==> config.mk <==
export PLATFORM = sky130hd
export DESIGN_NAME = lmw_top
export DESIGN_NICKNAME = d
export VERILOG_FILES = /design/src/rtl/lmw_pkg.sv /design/src/rtl/lmw_filt_if.sv /design/src/rtl/lmw_filter.sv /design/src/rtl/lmw_domto.sv /design/src/rtl/lmw_top.sv
export SDC_FILE = /design/constraint.sdc
export NUM_CORES = 1
export LEC_CHECK = 0
export BUFFER_PORTS_ARGS = -buffer_cell sky130_fd_sc_hd__buf_4
export CORE_ASPECT_RATIO = 1.4
export CORE_UTILIZATION = 55
export DETAILED_ROUTE_END_ITERATION = 10
export PLACE_DENSITY = 0.72
export SETUP_SLACK_MARGIN = 0.2
export SLEW_MARGIN = 20
export SYNTH_ARGS = -nofsm -noshare
export SYNTH_HDL_FRONTEND = slang
export SYNTH_SLANG_ARGS = --single-unit
==> constraint.sdc <==
create_clock -name clock_i -period 2.1 [get_ports clock_i]
set_input_delay 0.105 -clock clock_i [delete_from_list [all_inputs] [get_ports clock_i]]
set_output_delay 0.105 -clock clock_i [all_outputs]
set_load 0.05 [all_outputs]
==> src/rtl/lmw_pkg.sv <==
/*
  Shared constants and the mode type of the bus transceiver mode and wake controller.
  Assumes a single 250 MHz clock; all times are given in nanoseconds and turned into cycles here.
*/
package lmw_pkg;
  // Clock period in nanoseconds.
  localparam int unsigned CLK_PERIOD_NS = 4;
  // Least high time before a new local wake can be armed, in nanoseconds.
  localparam int unsigned T_REARM_NS = 6000;
  // Least high time that lifts a dominant timeout, in nanoseconds.
  localparam int unsigned DOMINANT_TIMEOUT_RELEASE_NS = 10000;
  // Longest transmit low time before the bus is released, in nanoseconds.
  localparam int unsigned T_DOMINANT_TIMEOUT_NS = 6000000;
  // Debounce times; these are plain defaults, the silicon figures belong to the analog front end.
  localparam int unsigned T_WAKE_NS = 2000;
  localparam int unsigned T_BUS_NS = 2000;
  localparam int unsigned T_NOM_NS = 2000;
  localparam int unsigned T_SLEEP_NS = 2000;
  // Least times round up to whole cycles.
  localparam int unsigned REARM_CYC = (T_REARM_NS + CLK_PERIOD_NS - 1) / CLK_PERIOD_NS;
  localparam int unsigned DOM_RELEASE_CYC = (DOMINANT_TIMEOUT_RELEASE_NS + CLK_PERIOD_NS - 1) / CLK_PERIOD_NS;
  localparam int unsigned DOMINANT_TIMEOUT_CYC =
    (T_DOMINANT_TIMEOUT_NS + CLK_PERIOD_NS - 1) / CLK_PERIOD_NS;
  localparam int unsigned WAKE_CYC = (T_WAKE_NS + CLK_PERIOD_NS - 1) / CLK_PERIOD_NS;
  localparam int unsigned BUS_CYC = (T_BUS_NS + CLK_PERIOD_NS - 1) / CLK_PERIOD_NS;
  localparam int unsigned NOM_CYC = (T_NOM_NS + CLK_PERIOD_NS - 1) / CLK_PERIOD_NS;
  localparam int unsigned SLEEP_CYC = (T_SLEEP_NS + CLK_PERIOD_NS - 1) / CLK_PERIOD_NS;
  // Number of pin inputs that pass the two-stage synchroniser.
  localparam int unsigned N_SYNC = 8;
  // Number of debounce filters.
  localparam int unsigned N_FILT = 5;
  // Operating modes, Gray coded along unpowered, fail-safe, normal, sleep.
  typedef enum logic [1:0] {
    LMW_UNPOWERED = 2'h0,
    LMW_FAILSAFE = 2'h1,
    LMW_NORMAL = 2'h3,
    LMW_SLEEP = 2'h2
  } lmw_mode_t;
endpackage : lmw_pkg

==> src/rtl/lmw_filt_if.sv <==
/*
  Carrier between the controller and one debounce filter.
  Assumes both ends share the controller clock.
*/
`timescale 1ns/10ps
`default_nettype none
interface lmw_filt_if;
  logic level; // Qualifying condition seen by the filter.
  logic done;  // High while the condition has held for the filter time.
  modport owner (output level, input done);
  modport timer (input level, output done);
endinterface : lmw_filt_if
`default_nettype wire

==> src/rtl/lmw_filter.sv <==
/*
  Debounce counter: reports once its level has held for CYCLES clocks.
  Assumes the level comes from synchronised logic on the same clock.
*/
`timescale 1ns/10ps
`default_nettype none
module lmw_filter #(
  parameter int unsigned CYCLES = 1
) (
  input wire logic clock_i,
  input wire logic rst_b_i,
  lmw_filt_if.timer f
);
  localparam int unsigned W = $clog2(CYCLES + 1);
  // Refuse a zero filter time, which would report with no qualifying level at all.
  if (CYCLES < 1) begin : g_chk
    $error("lmw_filter CYCLES must be at least one");
  end
  logic [W-1:0] cnt_r;   // Cycles the level has held so far.
  logic [W-1:0] cnt_nxt; // Next count.
  wire at_end = (cnt_r == W'(CYCLES));
  // The count restarts as soon as the level drops and saturates at the end.
  assign cnt_nxt = !f.level ? '0 : (at_end ? cnt_r : cnt_r + 1'b1);
  assign f.done = at_end;
  // Counter register.
  always_ff @(posedge clock_i or negedge rst_b_i) begin
    if (!rst_b_i) begin
      cnt_r <= '0;
    end else begin
      cnt_r <= cnt_nxt;
    end
  end
endmodule : lmw_filter
`default_nettype wire

==> src/rtl/lmw_domto.sv <==
/*
  Dominant timeout of the transmit input.
  Assumes a synchronised transmit level on the same clock.
*/
`timescale 1ns/10ps
`default_nettype none
module lmw_domto #(
  parameter int unsigned LOW_CYC = 1,
  parameter int unsigned HIGH_CYC = 1
) (
  input wire logic clock_i,
  input wire logic rst_b_i,
  input wire logic txd_low_i,
  output logic block_o
);
  localparam int unsigned LW = $clog2(LOW_CYC + 1);
  localparam int unsigned HW = $clog2(HIGH_CYC + 1);
  if (LOW_CYC < 1 || HIGH_CYC < 1) begin : g_chk
    $error("lmw_domto counts must be at least one");
  end
  logic [LW-1:0] low_r;  // Cycles the input has been low.
  logic [HW-1:0] high_r; // Cycles the input has been high.
  logic block_r;         // Bus held recessive after a timeout.
  wire low_end = (low_r == LW'(LOW_CYC));
  wire high_end = (high_r == HW'(HIGH_CYC));
  assign block_o = block_r;
  // A long low blocks dominant; only a long enough high lifts the block.
  always_ff @(posedge clock_i or negedge rst_b_i) begin
    if (!rst_b_i) begin
      low_r <= '0;
      high_r <= '0;
      block_r <= 1'b0;
    end else begin
      low_r <= !txd_low_i ? '0 : (low_end ? low_r : low_r + 1'b1);
      high_r <= txd_low_i ? '0 : (high_end ? high_r : high_r + 1'b1);
      if (low_end) begin
        block_r <= 1'b1;
      end else if (high_end) begin
        block_r <= 1'b0;
      end
    end
  end
endmodule : lmw_domto
`default_nettype wire

==> src/rtl/lmw_top.sv <==
/*
  Mode and wake controller of a single-wire bus transceiver: mode sequencing, wake filters,
  wake reporting on the receive and transmit pins, inhibit, termination and driver protection.
  Assumes all pin levels arrive asynchronously and that analog comparators supply the
  supply, pre-wake and temperature levels; open-drain pins are resolved outside.
*/
`timescale 1ns/10ps
`default_nettype none
module lmw_top import lmw_pkg::*; #(
  parameter int unsigned DOMTO_CYC = DOMINANT_TIMEOUT_CYC
) (
  input wire logic clock_i,
  input wire logic rst_b_i,
  input wire logic txd_i,               // Transmit data pin level.
  input wire logic en_i,                // Mode enable pin level.
  input wire logic wake_i,              // Local wake pin level, low requests a wake.
  input wire logic bus_i,               // Bus level, high is recessive.
  input wire logic pre_wake_threshold_i, // High while the bus is below the pre-wake threshold.
  input wire logic battery_supply_ok_i, // High while the supply is above undervoltage.
  input wire logic temp_hot_i,          // High above the shutdown temperature.
  input wire logic temp_cool_i,         // High once cooled by the hysteresis.
  output logic rxd_o,                   // Open-drain receive output value, always low.
  output logic rxd_oe_o,                // Receive output pulled low while high.
  output logic txd_o,                   // Transmit pin drive value, always low.
  output logic txd_oe_o,                // Strong pull-down on the transmit pin.
  output logic txd_weak_pd_o,           // Weak pull-down on the transmit pin.
  output logic en_weak_pd_o,            // Pull-down on the enable pin.
  output logic bus_dominant_o,          // Bus driver on, bus dominant.
  output logic bus_term_o,              // Termination to the supply on.
  output logic bus_weak_pu_o,           // Weak pull-up only, sleep.
  output logic bus_rx_en_o,             // Bus receiver enabled.
  output logic regulator_inhibit_out_o, // Regulator inhibit switch on.
  output lmw_mode_t mode_o              // Present mode.
);
  if (DOMTO_CYC < 1) begin : g_chk
    $error("lmw_top DOMTO_CYC must be at least one");
  end
  // Synchroniser input and stage registers; only stage two is read by logic.
  logic [N_SYNC-1:0] pin_raw;
  logic [N_SYNC-1:0] sync1_r;
  logic [N_SYNC-1:0] sync2_r;
  assign pin_raw = {temp_cool_i, temp_hot_i, battery_supply_ok_i, pre_wake_threshold_i,
                    bus_i, wake_i, en_i, txd_i};
  // Two flip-flops per pin; resetting to low makes open enable and transmit read low.
  for (genvar s = 0; s < N_SYNC; s++) begin : g_sync
    always_ff @(posedge clock_i or negedge rst_b_i) begin
      if (!rst_b_i) begin
        sync1_r[s] <= 1'b0;
        sync2_r[s] <= 1'b0;
      end else begin
        sync1_r[s] <= pin_raw[s];
        sync2_r[s] <= sync1_r[s];
      end
    end
  end
  wire txd_s = sync2_r[0];
  wire en_s = sync2_r[1];
  wire wake_s = sync2_r[2];
  wire bus_s = sync2_r[3];
  wire prewake_s = sync2_r[4];
  wire supply_s = sync2_r[5];
  wire hot_s = sync2_r[6];
  wire cool_s = sync2_r[7];

  // State.
  lmw_mode_t mode_r;       // Present mode.
  lmw_mode_t mode_nxt;     // Next mode.
  logic en_q_r;            // Debounced enable level.
  logic wake_armed_r;      // Local wake may fire on the next qualified low.
  logic bus_rec_seen_r;    // Recessive seen, so a dominant starts with a falling edge.
  logic bus_dom_seen_r;    // Dominant held for the bus filter time.
  logic wake_req_r;        // Wake request flag shown on the receive output.
  logic wake_local_r;      // Wake source flag, high for a local wake.
  logic therm_off_r;       // Driver off for overtemperature.
  logic dom_block;         // Dominant timeout active.

  // Filters: 0 enable high, 1 enable low, 2 wake low, 3 bus dominant, 4 wake high rearm.
  localparam int unsigned FCYC [N_FILT] = '{NOM_CYC, SLEEP_CYC, WAKE_CYC, BUS_CYC, REARM_CYC};
  logic [N_FILT-1:0] flt_level;
  logic [N_FILT-1:0] flt_done;
  lmw_filt_if fif [N_FILT] ();
  // Each input gets its own filter time.
  assign flt_level = {wake_s, !bus_s && bus_rec_seen_r, !wake_s, !en_s, en_s};
  for (genvar g = 0; g < N_FILT; g++) begin : g_filt
    assign fif[g].level = flt_level[g];
    assign flt_done[g] = fif[g].done;
    lmw_filter #(.CYCLES(FCYC[g])) u_filt (
      .clock_i(clock_i),
      .rst_b_i(rst_b_i),
      .f(fif[g])
    );
  end

  // Dominant timeout on the transmit input.
  lmw_domto #(.LOW_CYC(DOMTO_CYC), .HIGH_CYC(DOM_RELEASE_CYC)) u_domto (
    .clock_i(clock_i),
    .rst_b_i(rst_b_i),
    .txd_low_i(!txd_s),
    .block_o(dom_block)
  );

  // Decoded events.
  wire in_sleep = (mode_r == LMW_SLEEP);
  wire in_fs = (mode_r == LMW_FAILSAFE);
  wire in_norm = (mode_r == LMW_NORMAL);
  wire en_rise = flt_done[0] && !en_q_r;
  wire en_fall = flt_done[1] && en_q_r;
  // A local wake needs an armed input held low for the filter time.
  wire local_wake = in_sleep && wake_armed_r && flt_done[2];
  // A remote wake completes on the rising edge after a long dominant.
  wire remote_wake = in_sleep && bus_dom_seen_r && bus_s;
  wire any_wake = local_wake || remote_wake;
  // Sleep follows an enable fall with transmit high, whatever bus and wake do.
  wire go_sleep = (in_norm || in_fs) && en_fall && txd_s;

  // Mode sequencing.
  always_comb begin
    mode_nxt = mode_r;
    case (mode_r)
      LMW_UNPOWERED: begin
        // Supply above undervoltage lands in fail-safe.
        if (supply_s) begin
          mode_nxt = LMW_FAILSAFE;
        end
      end
      LMW_FAILSAFE: begin
        if (go_sleep) begin
          mode_nxt = LMW_SLEEP;
        end else if (en_rise) begin
          mode_nxt = LMW_NORMAL;
        end
      end
      LMW_NORMAL: begin
        if (go_sleep) begin
          mode_nxt = LMW_SLEEP;
        end
      end
      LMW_SLEEP: begin
        // Only a wake or undervoltage leaves sleep; a held wake low without rearm keeps it here.
        if (any_wake) begin
          mode_nxt = LMW_FAILSAFE;
        end
      end
      default: begin
        mode_nxt = LMW_UNPOWERED;
      end
    endcase
    // Undervoltage overrides every mode and stops transmission.
    if (!supply_s) begin
      mode_nxt = LMW_UNPOWERED;
    end
  end

  // Mode register and debounced enable level.
  always_ff @(posedge clock_i or negedge rst_b_i) begin
    if (!rst_b_i) begin
      mode_r <= LMW_UNPOWERED;
      en_q_r <= 1'b0;
    end else begin
      mode_r <= mode_nxt;
      en_q_r <= en_rise ? 1'b1 : (en_fall ? 1'b0 : en_q_r);
    end
  end

  // Local wake arming: a long high arms, a fired wake disarms.
  always_ff @(posedge clock_i or negedge rst_b_i) begin
    if (!rst_b_i) begin
      wake_armed_r <= 1'b0;
    end else if (flt_done[4]) begin
      wake_armed_r <= 1'b1;
    end else if (local_wake) begin
      wake_armed_r <= 1'b0;
    end
  end

  // Remote wake tracking, only while asleep.
  always_ff @(posedge clock_i or negedge rst_b_i) begin
    if (!rst_b_i) begin
      bus_rec_seen_r <= 1'b0;
      bus_dom_seen_r <= 1'b0;
    end else if (!in_sleep || remote_wake) begin
      bus_rec_seen_r <= 1'b0;
      bus_dom_seen_r <= 1'b0;
    end else begin
      bus_rec_seen_r <= bus_rec_seen_r || bus_s;
      bus_dom_seen_r <= bus_dom_seen_r || flt_done[3];
    end
  end

  // Wake flags: a wake sets them, synchronised enable high clears them, set wins.
  always_ff @(posedge clock_i or negedge rst_b_i) begin
    if (!rst_b_i) begin
      wake_req_r <= 1'b0;
      wake_local_r <= 1'b0;
    end else if (any_wake) begin
      wake_req_r <= 1'b1;
      wake_local_r <= local_wake;
    end else if (en_s || !supply_s) begin
      wake_req_r <= 1'b0;
      wake_local_r <= 1'b0;
    end
  end

  // Thermal shutdown latch with hysteresis; a hot level wins over cool.
  always_ff @(posedge clock_i or negedge rst_b_i) begin
    if (!rst_b_i) begin
      therm_off_r <= 1'b0;
    end else if (hot_s) begin
      therm_off_r <= 1'b1;
    end else if (cool_s) begin
      therm_off_r <= 1'b0;
    end
  end

  // Output decode.
  wire powered = (mode_r != LMW_UNPOWERED);
  // Normal drives the bus from transmit data unless protected.
  wire dom_nxt = in_norm && !txd_s && !therm_off_r && !dom_block;
  // Receive output: bus in normal, wake flag in fail-safe, floating otherwise.
  wire rxd_nxt = (in_norm && !bus_s) || (in_fs && wake_req_r);
  // Strong pull-down marks a local wake; weak pull-down is on whenever powered.
  wire txd_nxt = in_fs && wake_req_r && wake_local_r;
  // Termination on when awake or below pre-wake; sleep keeps weak pull-up.
  wire term_nxt = in_fs || in_norm || (in_sleep && prewake_s);
  // Receiver on in normal, in fail-safe with transmit low, and below pre-wake.
  wire rxen_nxt = in_norm || (in_fs && !txd_s) || (powered && prewake_s);
  // Inhibit on when awake, off in sleep.
  wire inh_nxt = in_fs || in_norm;

  // Output registers.
  always_ff @(posedge clock_i or negedge rst_b_i) begin
    if (!rst_b_i) begin
      bus_dominant_o <= 1'b0;
      rxd_oe_o <= 1'b0;
      txd_oe_o <= 1'b0;
      bus_term_o <= 1'b0;
      bus_weak_pu_o <= 1'b0;
      bus_rx_en_o <= 1'b0;
      regulator_inhibit_out_o <= 1'b0;
      txd_weak_pd_o <= 1'b0;
      en_weak_pd_o <= 1'b0;
    end else begin
      bus_dominant_o <= dom_nxt;
      rxd_oe_o <= rxd_nxt;
      txd_oe_o <= txd_nxt;
      bus_term_o <= term_nxt;
      bus_weak_pu_o <= in_sleep && !prewake_s;
      bus_rx_en_o <= rxen_nxt;
      regulator_inhibit_out_o <= inh_nxt;
      txd_weak_pd_o <= powered;
      en_weak_pd_o <= powered;
    end
  end
  assign rxd_o = 1'b0;
  assign txd_o = 1'b0;
  assign mode_o = mode_r;

  // Checks.
  AST_NORMAL_TX: assert property (@(posedge clock_i) disable iff (!rst_b_i)
    bus_dominant_o |-> $past(in_norm) && !$past(txd_s)) else $error("dominant outside normal");
  AST_SLEEP_NO_TX: assert property (@(posedge clock_i) disable iff (!rst_b_i)
    $past(in_sleep) |-> !bus_dominant_o) else $error("dominant in sleep");
  AST_SLEEP_INH: assert property (@(posedge clock_i) disable iff (!rst_b_i)
    $past(in_sleep) |-> !regulator_inhibit_out_o) else $error("inhibit on in sleep");
  AST_FS_TO_NORM: assert property (@(posedge clock_i) disable iff (!rst_b_i)
    in_fs && en_rise && !go_sleep && supply_s |=> in_norm) else $error("no normal");
  AST_WAKE_FS: assert property (@(posedge clock_i) disable iff (!rst_b_i)
    any_wake && supply_s |=> in_fs ##1 regulator_inhibit_out_o) else $error("wake not fs");
  AST_LOCAL_SRC: assert property (@(posedge clock_i) disable iff (!rst_b_i)
    local_wake && supply_s |=> ##1 (txd_oe_o && rxd_oe_o) || en_s) else $error("local src");
  AST_REMOTE_SRC: assert property (@(posedge clock_i) disable iff (!rst_b_i)
    remote_wake && !local_wake |=> ##1 !txd_oe_o) else $error("remote wake shows local");
  AST_FLAG_CLR: assert property (@(posedge clock_i) disable iff (!rst_b_i)
    en_s && !any_wake |=> !wake_req_r) else $error("wake flag not cleared");
  AST_UV: assert property (@(posedge clock_i) disable iff (!rst_b_i)
    !supply_s |=> mode_r == LMW_UNPOWERED ##1 !bus_dominant_o) else $error("undervoltage");
  AST_SLEEP_ENTRY: assert property (@(posedge clock_i) disable iff (!rst_b_i)
    go_sleep && supply_s |=> in_sleep) else $error("sleep entry missed");
  AST_THERM: assert property (@(posedge clock_i) disable iff (!rst_b_i)
    hot_s |=> ##1 !bus_dominant_o) else $error("driver on while hot");
  COV_LOCAL: cover property (@(posedge clock_i) disable iff (!rst_b_i) local_wake);
  COV_REMOTE: cover property (@(posedge clock_i) disable iff (!rst_b_i) remote_wake);
  COV_NORMAL: cover property (@(posedge clock_i) disable iff (!rst_b_i) in_fs ##1 in_norm);
  COV_DOMTO: cover property (@(posedge clock_i) disable iff (!rst_b_i) $rose(dom_block));
endmodule : lmw_top
`default_nettype wire

== Word-level counts from Yosys, hierarchy flattened ==
Index checks and enable logic that the tools add are counted.

* Register bits after elaboration: 114
* Output and inout port bits: 13
* Word-level logic and storage cells: 145

* Add/subtract/negate cells: 7
* Equal/unequal tests: 20
* Muxes and demuxes: 33
* Reductions and logical operators: 45

{| class="wikitable"
|+ Operator list
! kind !! count
|-
| 9-bit two-way mux || 8
|-
| 21-bit two-way mux || 2
|-
| 9-bit by 1-bit adder with 9-bit output (second input constant) || 4
|-
| 9-bit == test (second input constant) || 4
|-
| 12-bit two-way mux || 2
|-
| 11-bit two-way mux || 2
|-
| 21-bit by 1-bit adder with 21-bit output (second input constant) || 1
|-
| 21-bit == test (second input constant) || 1
|-
| 1-bit logical AND || 19
|-
| 2-bit != test (second input constant) || 7
|-
| 1-bit two-way mux || 13
|-
| 12-bit by 1-bit adder with 12-bit output (second input constant) || 1
|-
| 12-bit == test (second input constant) || 1
|-
| 2-bit nonzero test || 6
|-
| 11-bit by 1-bit adder with 11-bit output (second input constant) || 1
|-
| 11-bit == test (second input constant) || 1
|-
| 1-bit logical OR || 10
|-
| 2-bit two-way mux || 5
|-
| 1-bit logical NOT || 8
|-
| 2-bit case mux with 4 select lines || 1
|-
| 3-bit by 2-bit != test with 1-bit output (second input constant) || 2
|-
| 2-bit == test (second input constant) || 2
|-
| 4-bit by 2-bit != test with 1-bit output (second input constant) || 1
|-
| 3-bit AND reduction || 1
|-
| other kinds (2) || 2
|}

== Longest topological paths before layout ==
Gate-level depths: netlist of run 1.

* Depth after elaboration: 7
* Gate-level depth with buffers: 7
* Depth with buffers taken out: 6

== Hierarchy ==
From an unflattened synthesis of run 1, not the netlist that was laid out.

* Cells, all modules: 532
* Area total of the unflattened synthesis: 5489.0 um^2

{| class="wikitable"
|+ Modules (own cells, without submodules)
! module !! instances !! cells an instance !! area each (um^2) !! seq. area each (um^2)
|-
| lmw_filter at g_filt[0].u_filt ... || 4 || 49 || 484.2 || 225.2
|-
| lmw_domto || 1 || 187 || 1793.0 || 850.8
|-
| lmw_top || 1 || 80 || 1129.8 || 825.8
|-
| lmw_filter at g_filt[4].u_filt || 1 || 69 || 629.4 || 275.3
|}

== Least setup slack after synthesis of run 1 ==
OpenSTA, ideal clock, no wires.

* Path type: reg-to-reg
* Start: register u_domto.high_r[0]
* End: register u_domto.high_r[0]
* Library setup time: 0.119 ns
* Arrival: 1.776 ns
* Slack: 0.205 ns
* Stages on the path, launching flop included: 8
* Buffers on the path: 1
* Clock period less this slack: 1.895 ns
* Path through: dfrtp_1 -> inv_1 -> ha_1 -> or4bb_1 -> or3_1 -> buf_2 -> xnor2_1 -> and2_1

* Word-level cells in the longest chain between the ends: 3
* Elaborated cells on any way between the ends: 5
* Classes of those cells: 1 x add/sub; 2 x eq/ne; 2 x mux

{| class="wikitable"
|+ Ends and longest elaborated chain
! element !! RTL line !! source
|-
| start: declaration || lmw_domto.sv:22 || <nowiki>logic [HW-1:0] high_r;</nowiki>
|-
| start signal: assignment || lmw_domto.sv:35 || <nowiki>high_r <= txd_low_i ? '0 : (high_end ? high_r : high_r + 1'b1);</nowiki>
|-
| 12-bit by 1-bit adder with 12-bit output || lmw_domto.sv:35 ||
|-
| 12-bit two-way mux (2 in a row) || lmw_domto.sv:35 ||
|}

Several ways; a longest one is shown, not always the timed one. The select of a mux whose other input is x is not followed.
A chain may end at the register's enable or synchronous reset.

== Worst setup path after layout of run 1 ==
Ends and elaborated chain as after synthesis.

==> results of run 1 <==
power by group through the flow:
stage                     logic [mW]  clock network [mW]  registers (mW)
after floorplan                0.121                   0            2.34
after global placement         0.209                   0            2.34
after detailed placement       0.216                   0            2.34
after CTS                      0.238                2.79            2.30
after global routing           0.270                2.86            2.31
final                          0.236                2.73            2.30
timing repair:
| item | 4_1_cts | 5_1_grt |
|---|---|---|
| pin swaps | 2 | 4 |
| hold buffers | 9 | 0 |
| setup buffers | 3 | 1 |
| hold endpoints to repair | 32 | 0 |
| setup endpoints to repair | 3 | 4 |
| resized for setup | 1 | 5 |
area by class of cell:
| type | count | area share [%] |
|---|---|---|
| Tap cell | 107 | 2.15 |
| Multi-Input combinational cell | 357 | 36.3 |
| Sequential cell | 114 | 45.7 |
| Clock buffer | 21 | 7.22 |
| Timing Repair Buffer | 37 | 5.01 |
| Inverter | 29 | 1.74 |
| Clock inverter | 11 | 1.80 |
Yosys cell counts (3+ instances only):
| library cell | number | area share [%] |
|---|---|---|
| ha_1 | 14 | 3.3 |
| nand2_1 | 31 | 2.2 |
| buf_4 | 3 | 0.43 |
| o21ai_0 | 26 | 2.5 |
| mux2i_1 | 7 | 1.3 |
| nor4_1 | 4 | 0.47 |
| a21oi_1 | 23 | 2.2 |
| or3_1 | 22 | 2.6 |
| nand3_1 | 27 | 2.6 |
| nor3_1 | 17 | 1.6 |
| inv_1 | 29 | 2.1 |
| nand4_1 | 15 | 1.8 |
| clkbuf_1 | 11 | 0.78 |
| nand4_2 | 4 | 0.95 |
| a21boi_0 | 8 | 1.1 |
| nand4b_1 | 4 | 0.66 |
| xnor2_1 | 23 | 3.8 |
| dfrtp_1 | 114 | 54 |
| xor2_1 | 16 | 2.7 |
| a31oi_1 | 5 | 0.59 |
| nor2_1 | 46 | 3.3 |
| and2_1 | 18 | 2.1 |
| nand2b_1 | 3 | 0.36 |
| and3_1 | 4 | 0.47 |
| nor2b_1 | 6 | 0.71 |
worst max-delay path by stage:
stage	from	endpoint	slack, ns	cells past startpoint
floorplan	u_domto.high_r[0]	u_domto.high_r[0]	0.21	7
global route	u_domto.high_r[0]	u_domto.high_r[0]	0.20	6
CTS	u_domto.high_r[0]	u_domto.high_r[0]	0.23	6
detailed placement	u_domto.high_r[0]	u_domto.high_r[0]	0.07	6
finish	u_domto.high_r[0]	u_domto.high_r[0]	0.25	6
global placement	u_domto.high_r[0]	u_domto.high_r[0]	0.17	6
worst register-to-register path, cell delays in order, from the launching register on:
cell,delay (ns)
dfrtp_1,0.39
inv_2,0.09
ha_4,0.12
or4bb_1,0.42
or3_4,0.42
xnor2_1,0.14
and2_1,0.15
cells by family after synthesis:
family | after synthesis
xor gates and xnor gates | 39
other | 1
and+or+nand+nor | 220
adders and majority gates | 14
AOI/OAI and AO/OA | 75
DFF | 114
muxes | 7
buffers and inverters | 45
through the flow:
step / setup WS [ns] / cells / utilization [%] / hold WS (ns)
2_1_floorplan: 0.205 / 516 / - / -0.191
4_1_cts: 0.232 / 675 / 67.7 / 0.143
3_3_place_gp: 0.167 / 631 / 60.3 / 0.0289
5_1_grt: 0.196 / 676 / 68.0 / 0.166
3_5_place_dp: 0.0748 / 631 / 60.3 / 0.0348
6_report: 0.254 / 676 / 68.0 / 0.141
registers in the layout, summed over array words and instances (netlist names), 2 cells and up:
| signal | cells |
|---|---|
| mode_o | 2 |
| sync1_r | 8 |
| u_domto.low_r | 21 |
| g_filt.u_filt.cnt_r | 47 |
| u_domto.high_r | 12 |
routing by layer:
metal  wire (um)  GRT usage [%]  vias to the layer above
met4         219           10.7                        0
met3         233           5.40                       19
met1        4250           24.8                     1821
met5           0              0                        -
met2        4860           35.5                       59
li1            -              -                     1865
==> flow_summary.toml, run 1 <==
[setup_path]
endpoint_kind = "flop"
worstPathRequired_ns = 2.40
path_class = "flop to flop"
r2r_end = "u_domto.high_r[0]"
r2r_start = "u_domto.high_r[0]"
r2r_cells = 6
start_kind = "flop"
cp_top_family = "simple AND/OR/NAND/NOR gates"
crit_arrival_ns = 2.14
slowest_delay_ns = 0.42
cp_max_fo = 5
crit_chain = "inv_2, ha_4, or4bb_1, or3_4, xnor2_1, and2_1"
crit_slowest_cell = "or4bb_1"
path_buf_inv = 1
r2r_slack_ns = 0.25

[timing]
skew_ns = 0.00974
rsz0062_at_grt = "yes"
finalSetupTns_ns = 0
finalSetupViolCount = 0
max_freq_mhz = 542
slew_violations = 0
fin_crit_ns = 1.85
slew_headroom_pct = 58.7
hold_viol_final = 0
fin_crit_sh_pct = 87.9
tightest_slew_ns = 0.615

[clocking]
htreeDepth = 4
clkSlewWorstSetupHoldPaths_ns = 0.05
cts_sinks = 114
clockBufferDepth = 2
clkLatencyLatePin_ns = 0.41
cts-buffers-inserted = 17
root_buffer = "clkbuf_16"
cts_tree = "done"

[outcome]
status = "finished with violations"
failed_checks = "DRC"

[route]
drc = 3
drt-total-wl_mm = 9.57
drtAntennaViolNets = 0
wl_per_cell_um = 14.2
firstDrtPassIters = 7
drt-initial-drc-count = 229
drt-vias-per-instance = 5.57
vias = 3764

[die]
design.core.area_um2 = 9180
dieHeight_um = 118
initial_utilization_pct = 57.5
ioPinCount = 23
die_x_um = 84.8
fp.dieArea_um2 = 10000
fp-row-count = 41

[final_layout]
layout_common_cells = "113 x dfrtp_1, 46 x nor2_1, 31 x nand2_1, 28 x inv_1"
regArea_um2 = 2850
multiInputGateArea_um2 = 2270
fin_nets = 580
syn_to_final_growth_pct = 18.2
drive_above_1_share_pct = 13.2
final_common_cell = "dfrtp_1"
antenna_cells = 0
fin_area_um2 = 6240
nFillCells = 723

[place]
gp_congestion = 0.787
dpl.hpwl_mm = 6.08
placed_area_um2 = 5540
numPortBuffers = 20

[synth]
synth_edf_count = 0
synth_area_um2 = 5280
async_flop_share_pct = 100
avgSynthCellArea_um2 = 10.3
synthSimpleGateAreaFrac_pct = 22.9
synth-main-ff-cell = "dfrtp_1"
synth_compound_area_share_pct = 8.39
syn_inst = 515
synth.distinct_cells = 52
synth_xor_area_share_pct = 6.47
yosysSeqAreaShare_pct = 54.0
synth_fa_ha_area_share_pct = 3.32
synthMuxAreaShare_pct = 1.33
synth_top_family_by_area = "simple AND/OR/NAND/NOR gates"
ys_seq_elements = 114
synth-warning-count = 0

[pwr]
swShare_pct = 22.2
power.leakage_nw = 2.73
clock_power_share_pct = 51.8
sequentialPowerShare_pct = 43.7
finalPower_mw = 5.27
combPwrFrac_pct = 4.5
peakVddDrop_uv = 636
p_per_area_nw_per_um2 = 845
p_int_mw = 4.10
switchingPower_mw = 1.17

[global_routing]
track_usage_pct = 21.1
antenna_found_initial = 0
overflow = 0
grt_max_degree = 91
grt_pass1_wl_mm = 16.5
grt_pass1_vias = 3710

[run]
cap_violations = 0

[worst_hold_path]
hold_path.class = "primary input to async pin"
(Power assumes the default switching activity.)
==> run 2, diff against run 1 <==
--- a/config.mk
+++ b/config.mk
@@ -5,11 +5,13 @@
 export SDC_FILE = /design/constraint.sdc
 export NUM_CORES = 1
 export LEC_CHECK = 0
+export ABC_AREA = 1
 export BUFFER_PORTS_ARGS = -buffer_cell sky130_fd_sc_hd__buf_4
 export CORE_ASPECT_RATIO = 1.4
 export CORE_UTILIZATION = 55
 export DETAILED_ROUTE_END_ITERATION = 10
 export PLACE_DENSITY = 0.72
+export RECOVER_POWER = 25
 export SETUP_SLACK_MARGIN = 0.2
 export SLEW_MARGIN = 20
 export SYNTH_ARGS = -nofsm -noshare
==> run 2 against run 1 <==
  * The run now ends clean
  * Die area up 3.5%
  * Sequential cell count unchanged
  * First-iteration DRC count fell by 9.2%
  * Global-route usage up 2.9 points
  * Synthesized area grew 3.6%
  * Critical path type unchanged
==> flow_summary.toml, run 2 <==
[final_layout]
regMostFlops = "g_filt.u_filt.cnt_r"
post-route-util_pct = 67.6
syn_to_final_growth_pct = 18.3
layout_common_cells = "114 x dfrtp_1, 109 x nand2_1, 99 x inv_1, 74 x nor2_1, 52 x nand3_1"
fin_nets = 720
drive_above_1_share_pct = 11.0
nFillCells = 770
reg_top3 = "g_filt.u_filt.cnt_r (47), u_domto.low_r (21), u_domto.high_r (12)"
antenna_cells = 0
largest_reg_flops = 47
final_common_cell = "dfrtp_1"

[clocking]
htreeDepth = 4
hold_buffers = 9
root_buffer = "clkbuf_16"
clockBufferDepth = 2
cts_sinks = 114
cts_tree = "done"
cts-buffers-inserted = 17
clkLatencyLatePin_ns = 0.41
post_cts_resized = 0
clkSlewWorstSetupHoldPaths_ns = 0.05
post_cts_buffers = 0

[global_routing]
grtUsageMet2_pct = 42.0
grt_use_met3_pct = 5.64
overflow = 0
grt-busiest-layer = "met2"
use_met1_pct = 27.2
grt_pass1_vias = 4409
track_usage_pct = 24.0
grt_max_degree = 48
antenna_found_initial = 0
grt_pass1_wl_mm = 19.2

[die]
die_x_um = 86.3
dieHeight_um = 120
fp-row-count = 42
fp.dieArea_um2 = 10400
initial_utilization_pct = 57.2
design.core.area_um2 = 9560
ioPinCount = 23

[setup_path]
worstPathRequired_ns = 2.44
cp_max_fo = 5
crit_chain = "ha_1, nand3_1, inv_1, nand2_1, inv_2, nand2_4, inv_1, nand2_1, nand2_1, nand2_1, nor2_1"
endpoint_kind = "flop"
crit_slowest_cell = "dfrtp_1"
start_kind = "flop"
startpoint = "u_domto.low_r[0]"
path_buf_inv = 3
crit_arrival_ns = 1.90
slowest_delay_ns = 0.44
r2r_start = "u_domto.low_r[0]"
path_class = "flop to flop"
cp_top_family = "simple AND/OR/NAND/NOR gates"
path_common_cell = "nand2_1"

[pwr]
finalPower_mw = 5.67
power.leakage_nw = 3.07
swShare_pct = 23.3
p_per_area_nw_per_um2 = 877
peakVddDrop_uv = 592
combPwrFrac_pct = 7.3
p_int_mw = 4.35
switchingPower_mw = 1.32
clock_power_share_pct = 51.5
sequentialPowerShare_pct = 41.2

[timing]
slew_headroom_pct = 38.6
fin_crit_ns = 1.56
finalSetupTns_ns = 0
whs_ns = 0.348
tightest_slew_ns = 0.922
slew_violations = 0
setup_ws_ns = 0.538
finalSetupViolCount = 0
rsz0062_at_grt = "no"
skew_ns = 0.00744
hold_viol_final = 0
fin_crit_sh_pct = 74.4
max_freq_mhz = 640

[synth]
async_flop_share_pct = 100
synth_top_area_cell = "dfrtp_1"
synth-warning-count = 0
synth_area_leaders = "dfrtp_1 52%, nand2_1 7.5%, inv_1 6.8%, nor2_1 5.1%, nand3_1 4.8%"
synth_area_um2 = 5470
ys_seq_elements = 114
synth_most_common_cell = "dfrtp_1"
synth.distinct_cells = 38
synth_edf_count = 0
yosysSeqAreaShare_pct = 52.2
post_synth_most_frequent_cells = "114 x dfrtp_1, 109 x nand2_1, 99 x inv_1, 74 x nor2_1, 52 x nand3_1"
avgSynthCellArea_um2 = 8.38
synth-main-ff-cell = "dfrtp_1"
yosys.area.top_type_share_pct = 52.2
syn_inst = 653

[route]
drtAntennaViolNets = 0
drt-vias-per-instance = 5.24
drt-total-wl_mm = 11.1
vias = 4406
drc = 0
firstDrtPassIters = 4
drt-initial-drc-count = 208
wl_per_cell_um = 13.2

[place]
gp_congestion = 0.910
numPortBuffers = 20
dpl.hpwl_mm = 7.87
preCtsSetupSlack_ns = 0.596

[outcome]
status = "completed"

[worst_hold_path]
hold_path.class = "flop to flop"
hold_start = "sync1_r[7]"

[run]
cap_violations = 0
==> run 2: cell types whose count changed after synthesis, moves of 22 or more <==
cell,before,now
inv_1,29,99
nand2_1,31,109
or3_1,22,0
xnor2_1,23,1
nand3_1,27,52
nor2_1,46,74
==> run 2: per-layer routing <==
layer / vias to the layer above / share of wire, %
met5: - / 0
met4: 0 / 2.2
met3: 25 / 3.2
met2: 72 / 52
met1: 2099 / 42
li1: 2210 / -
==> run 2: kinds of logic (layout without fill, tap and decap cells) <==
group           Yosys count  count (layout)  synth area share [%]
simple gates            305             305                  25.9
flops                   114             114                  52.2
buf+inv                 113             168                  8.12
compound gates          103             103                  10.1
fa+ha+maj                14              14                  3.20
xor+xnor                  3               3                 0.481
other cells               1               2                0.0686
==> run 2: path summary, 6_finish.rpt <==
check                               endpoint  slack, ns  depth (start not counted)
hold reg to reg                       cool_s       0.35                          0
hold / removal                        cool_s       0.35                          0
setup reg to reg           u_domto.low_r[16]       0.54                         11
min in group asynchronous   u_domto.low_r[7]       0.37                          2
setup / recovery           u_domto.low_r[16]       0.54                         11
max in group asynchronous  u_domto.low_r[16]       0.94                          3
==> run 2: stage by stage <==
step | cell area, um2 | instances
floorplan | 5470 | 654
global placement | 5770 | 800
detailed placement | 5770 | 800
CTS | 6470 | 841
global route | 6470 | 841
finish | 6470 | 841
==> run 2: layout make-up <==
class                      instances  area, um2  share of cell area, %
timing repair buffer              33        280                   4.33
clock inverter                     9        129                   1.99
multi-input combinational        427       2180                   33.6
tap                              132        165                   2.55
clock buffer                      23        478                   7.39
sequential                       114       2850                   44.1
inverter                         103        387                   5.98
==> run 2: power by group through the flow <==
stage          Combinational (mW)  Clock [mW]  Sequential [mW]
2_1_floorplan               0.174           0             2.45
3_3_place_gp                0.395           0             2.37
3_5_place_dp                0.405           0             2.37
4_1_cts                     0.422        2.96             2.34
5_1_grt                     0.457        3.07             2.34
6_report                    0.414        2.92             2.34
==> run 3, diff against run 2 <==
--- a/config.mk
+++ b/config.mk
@@ -5,7 +5,7 @@
 export SDC_FILE = /design/constraint.sdc
 export NUM_CORES = 1
 export LEC_CHECK = 0
-export ABC_AREA = 1
+export ABC_AREA = 0
 export BUFFER_PORTS_ARGS = -buffer_cell sky130_fd_sc_hd__buf_4
 export CORE_ASPECT_RATIO = 1.4
 export CORE_UTILIZATION = 55
==> constraint.sdc (replaced) <==
create_clock -name clock_i -period 1.5 [get_ports clock_i]
set_input_delay 0.075 -clock clock_i [delete_from_list [all_inputs] [get_ports clock_i]]
set_output_delay 0.075 -clock clock_i [all_outputs]
set_load 0.05 [all_outputs]
==> run 3 against run 2 <==
  * The flow now finishes with violations (DRC, setup timing)
  * Hold slack got worse by 0.056 ns
  * Via count increased by 2.1%
  * Total power increased by 36%
  * Combinational power increased by 44%
  * Clock skew increased by 0.0014 ns
  * Critical endpoint is now u_domto.high_r[0]
==> flow_summary.toml, run 3 (synthesis results as in run 1) <==
[outcome]
status = "finished with violations"
failed_checks = "DRC, setup timing"

[run]
cap_violations = 0

[place]
dpl.hpwl_mm = 7.00
gp_congestion = 0.806
preCtsSetupSlack_ns = -0.309
numPortBuffers = 20

[setup_path]
crit_end = "u_domto.high_r[0]"
crit_arrival_ns = 2.07
crit_chain = "inv_2, ha_1, or4bb_1, or3_4, xnor2_1, and2_1"
r2r_end = "u_domto.high_r[0]"
slowest_delay_ns = 0.42
cp_max_fo = 4
path_buf_inv = 1
worstPathRequired_ns = 1.80
path_class = "flop to flop"
endpoint_kind = "flop"
startpoint = "u_domto.high_r[0]"
cp_top_family = "simple AND/OR/NAND/NOR gates"
r2r_start = "u_domto.high_r[0]"
crit_slowest_cell = "or3_4"
r2r_slack_ns = -0.27
start_kind = "flop"
r2r_cells = 6
cp_num_cells = 6

[timing]
skew_ns = 0.00886
slew_violations = 0
slew_headroom_pct = 45.0
setup_ws_ns = -0.273
hold_viol_final = 0
max_freq_mhz = 564
fin_crit_sh_pct = 118
fin_crit_ns = 1.77
rsz0062_at_grt = "yes"
tightest_slew_ns = 0.825
finalSetupViolCount = 15

[global_routing]
track_usage_pct = 26.7
grt_max_degree = 33
antenna_found_initial = 0
overflow = 0
grt_pass1_wl_mm = 20.8
grt_pass1_vias = 4475

[final_layout]
reg_top3 = "g_filt.u_filt.cnt_r (47), u_domto.low_r (21), u_domto.high_r (12)"
antenna_cells = 0
fin_nets = 686
post-route-util_pct = 85.9
syn_to_final_growth_pct = 49.4
final_common_cell = "dfrtp_1"
largest_reg_flops = 47
layout_common_cells = "108 x dfrtp_1, 90 x buf_4, 38 x nor2_1, 32 x buf_6, 26 x nand2_1"
drive_above_1_share_pct = 43.3
regMostFlops = "g_filt.u_filt.cnt_r"

[route]
drtAntennaViolNets = 0
firstDrtPassIters = 8
drt-initial-drc-count = 216
drt-vias-per-instance = 5.75
drc = 2
drt-total-wl_mm = 14.0
wl_per_cell_um = 17.9
vias = 4498

[pwr]
power.leakage_nw = 3.51
p_per_area_nw_per_um2 = 976
peakVddDrop_uv = 911

[clocking]
clockBufferDepth = 2
cts-buffers-inserted = 17
root_buffer = "clkbuf_16"
clkSlewWorstSetupHoldPaths_ns = 0.05
cts_tree = "done"
clkLatencyLatePin_ns = 0.41
htreeDepth = 4
cts_sinks = 114

[worst_hold_path]
hold_path.class = "primary input to async pin"

[die]
design.core.area_um2 = 9180
dieHeight_um = 118
fp.dieArea_um2 = 10000
initial_utilization_pct = 57.5
fp-row-count = 41
ioPinCount = 23
die_x_um = 84.8
## run 3: changes by cell type in the layout (fill, tap and decap cells not counted), moves of 32 or more
cell	change
nand3_1	-36
inv_1	-81
nor2_1	-36
a21oi_1	-33
nand2_1	-83
buf_4	+76
buf_6	+32
## run 3: how the worst min path moves through the flow
| stage | end | depth (start not counted) | startpoint | slack, ns |
|---|---|---|---|---|
| 6_report | g_filt[0].u_filt.cnt_r[6] | 2 | rst_b_i | 0.29 |
| 5_1_grt | sync1_r[2] | 2 | wake_i | 0.32 |
| 4_1_cts | g_filt[0].u_filt.cnt_r[6] | 2 | rst_b_i | 0.16 |
| 2_1_floorplan | bus_dom_seen_r | 0 | rst_b_i | -0.22 |
| 3_5_place_dp | g_filt[0].u_filt.cnt_r[6] | 1 | rst_b_i | 0.04 |
| 3_3_place_gp | g_filt[0].u_filt.cnt_r[5] | 1 | rst_b_i | 0.03 |
## run 3: stage by stage
step	setup TNS (ns)	std cells	cell area [um2]	total power, mW	hold WS, ns
after floorplan	-1.44	516	5430	3.46	-0.221
after global placement	-1.68	680	6040	3.64	0.0305
after detailed placement	-1.99	680	6040	3.66	0.0414
after CTS	-1.80	756	7350	7.62	0.157
after global routing	-4.16	782	7890	7.94	0.325
final	-2.29	782	7890	7.70	0.291
## run 3: where the power goes
group / switching [mW] / internal [mW] / leakage, nW
clock network: 1.33 / 2.53 / 0.284
logic: 0.304 / 0.292 / 1.71
registers: 0.0846 / 3.15 / 1.52
total: 1.72 / 5.98 / 3.51
## run 3: layout make-up
class | count | area [um2]
multi-input combinational | 357 | 2970
sequential | 114 | 2860
fill | 436 | 1290
timing repair buffer | 143 | 1240
clock buffer | 28 | 527
tap | 107 | 134
inverter | 29 | 109
clock inverter | 4 | 45.0
## run 3: metal layers
metal | vias up | share of wire, % | wire [um] | GRT usage, %
li1 | 2092 | - | - | -
met1 | 2262 | 39 | 5490 | 30.3
met2 | 109 | 55 | 7680 | 47.4
met3 | 35 | 3.3 | 459 | 6.59
met4 | 0 | 2.7 | 382 | 11.4
met5 | - | 0 | 0 | 0
## run 3: repair_timing
action / CTS / global route
hold buffers: 9 / 0
setup buffers: 35 / 26
endpoints found under the hold margin: 105 / 0
endpoints found under the setup margin: 63 / 78
gates resized for setup: 89 / 83
pin swaps: 54 / 54
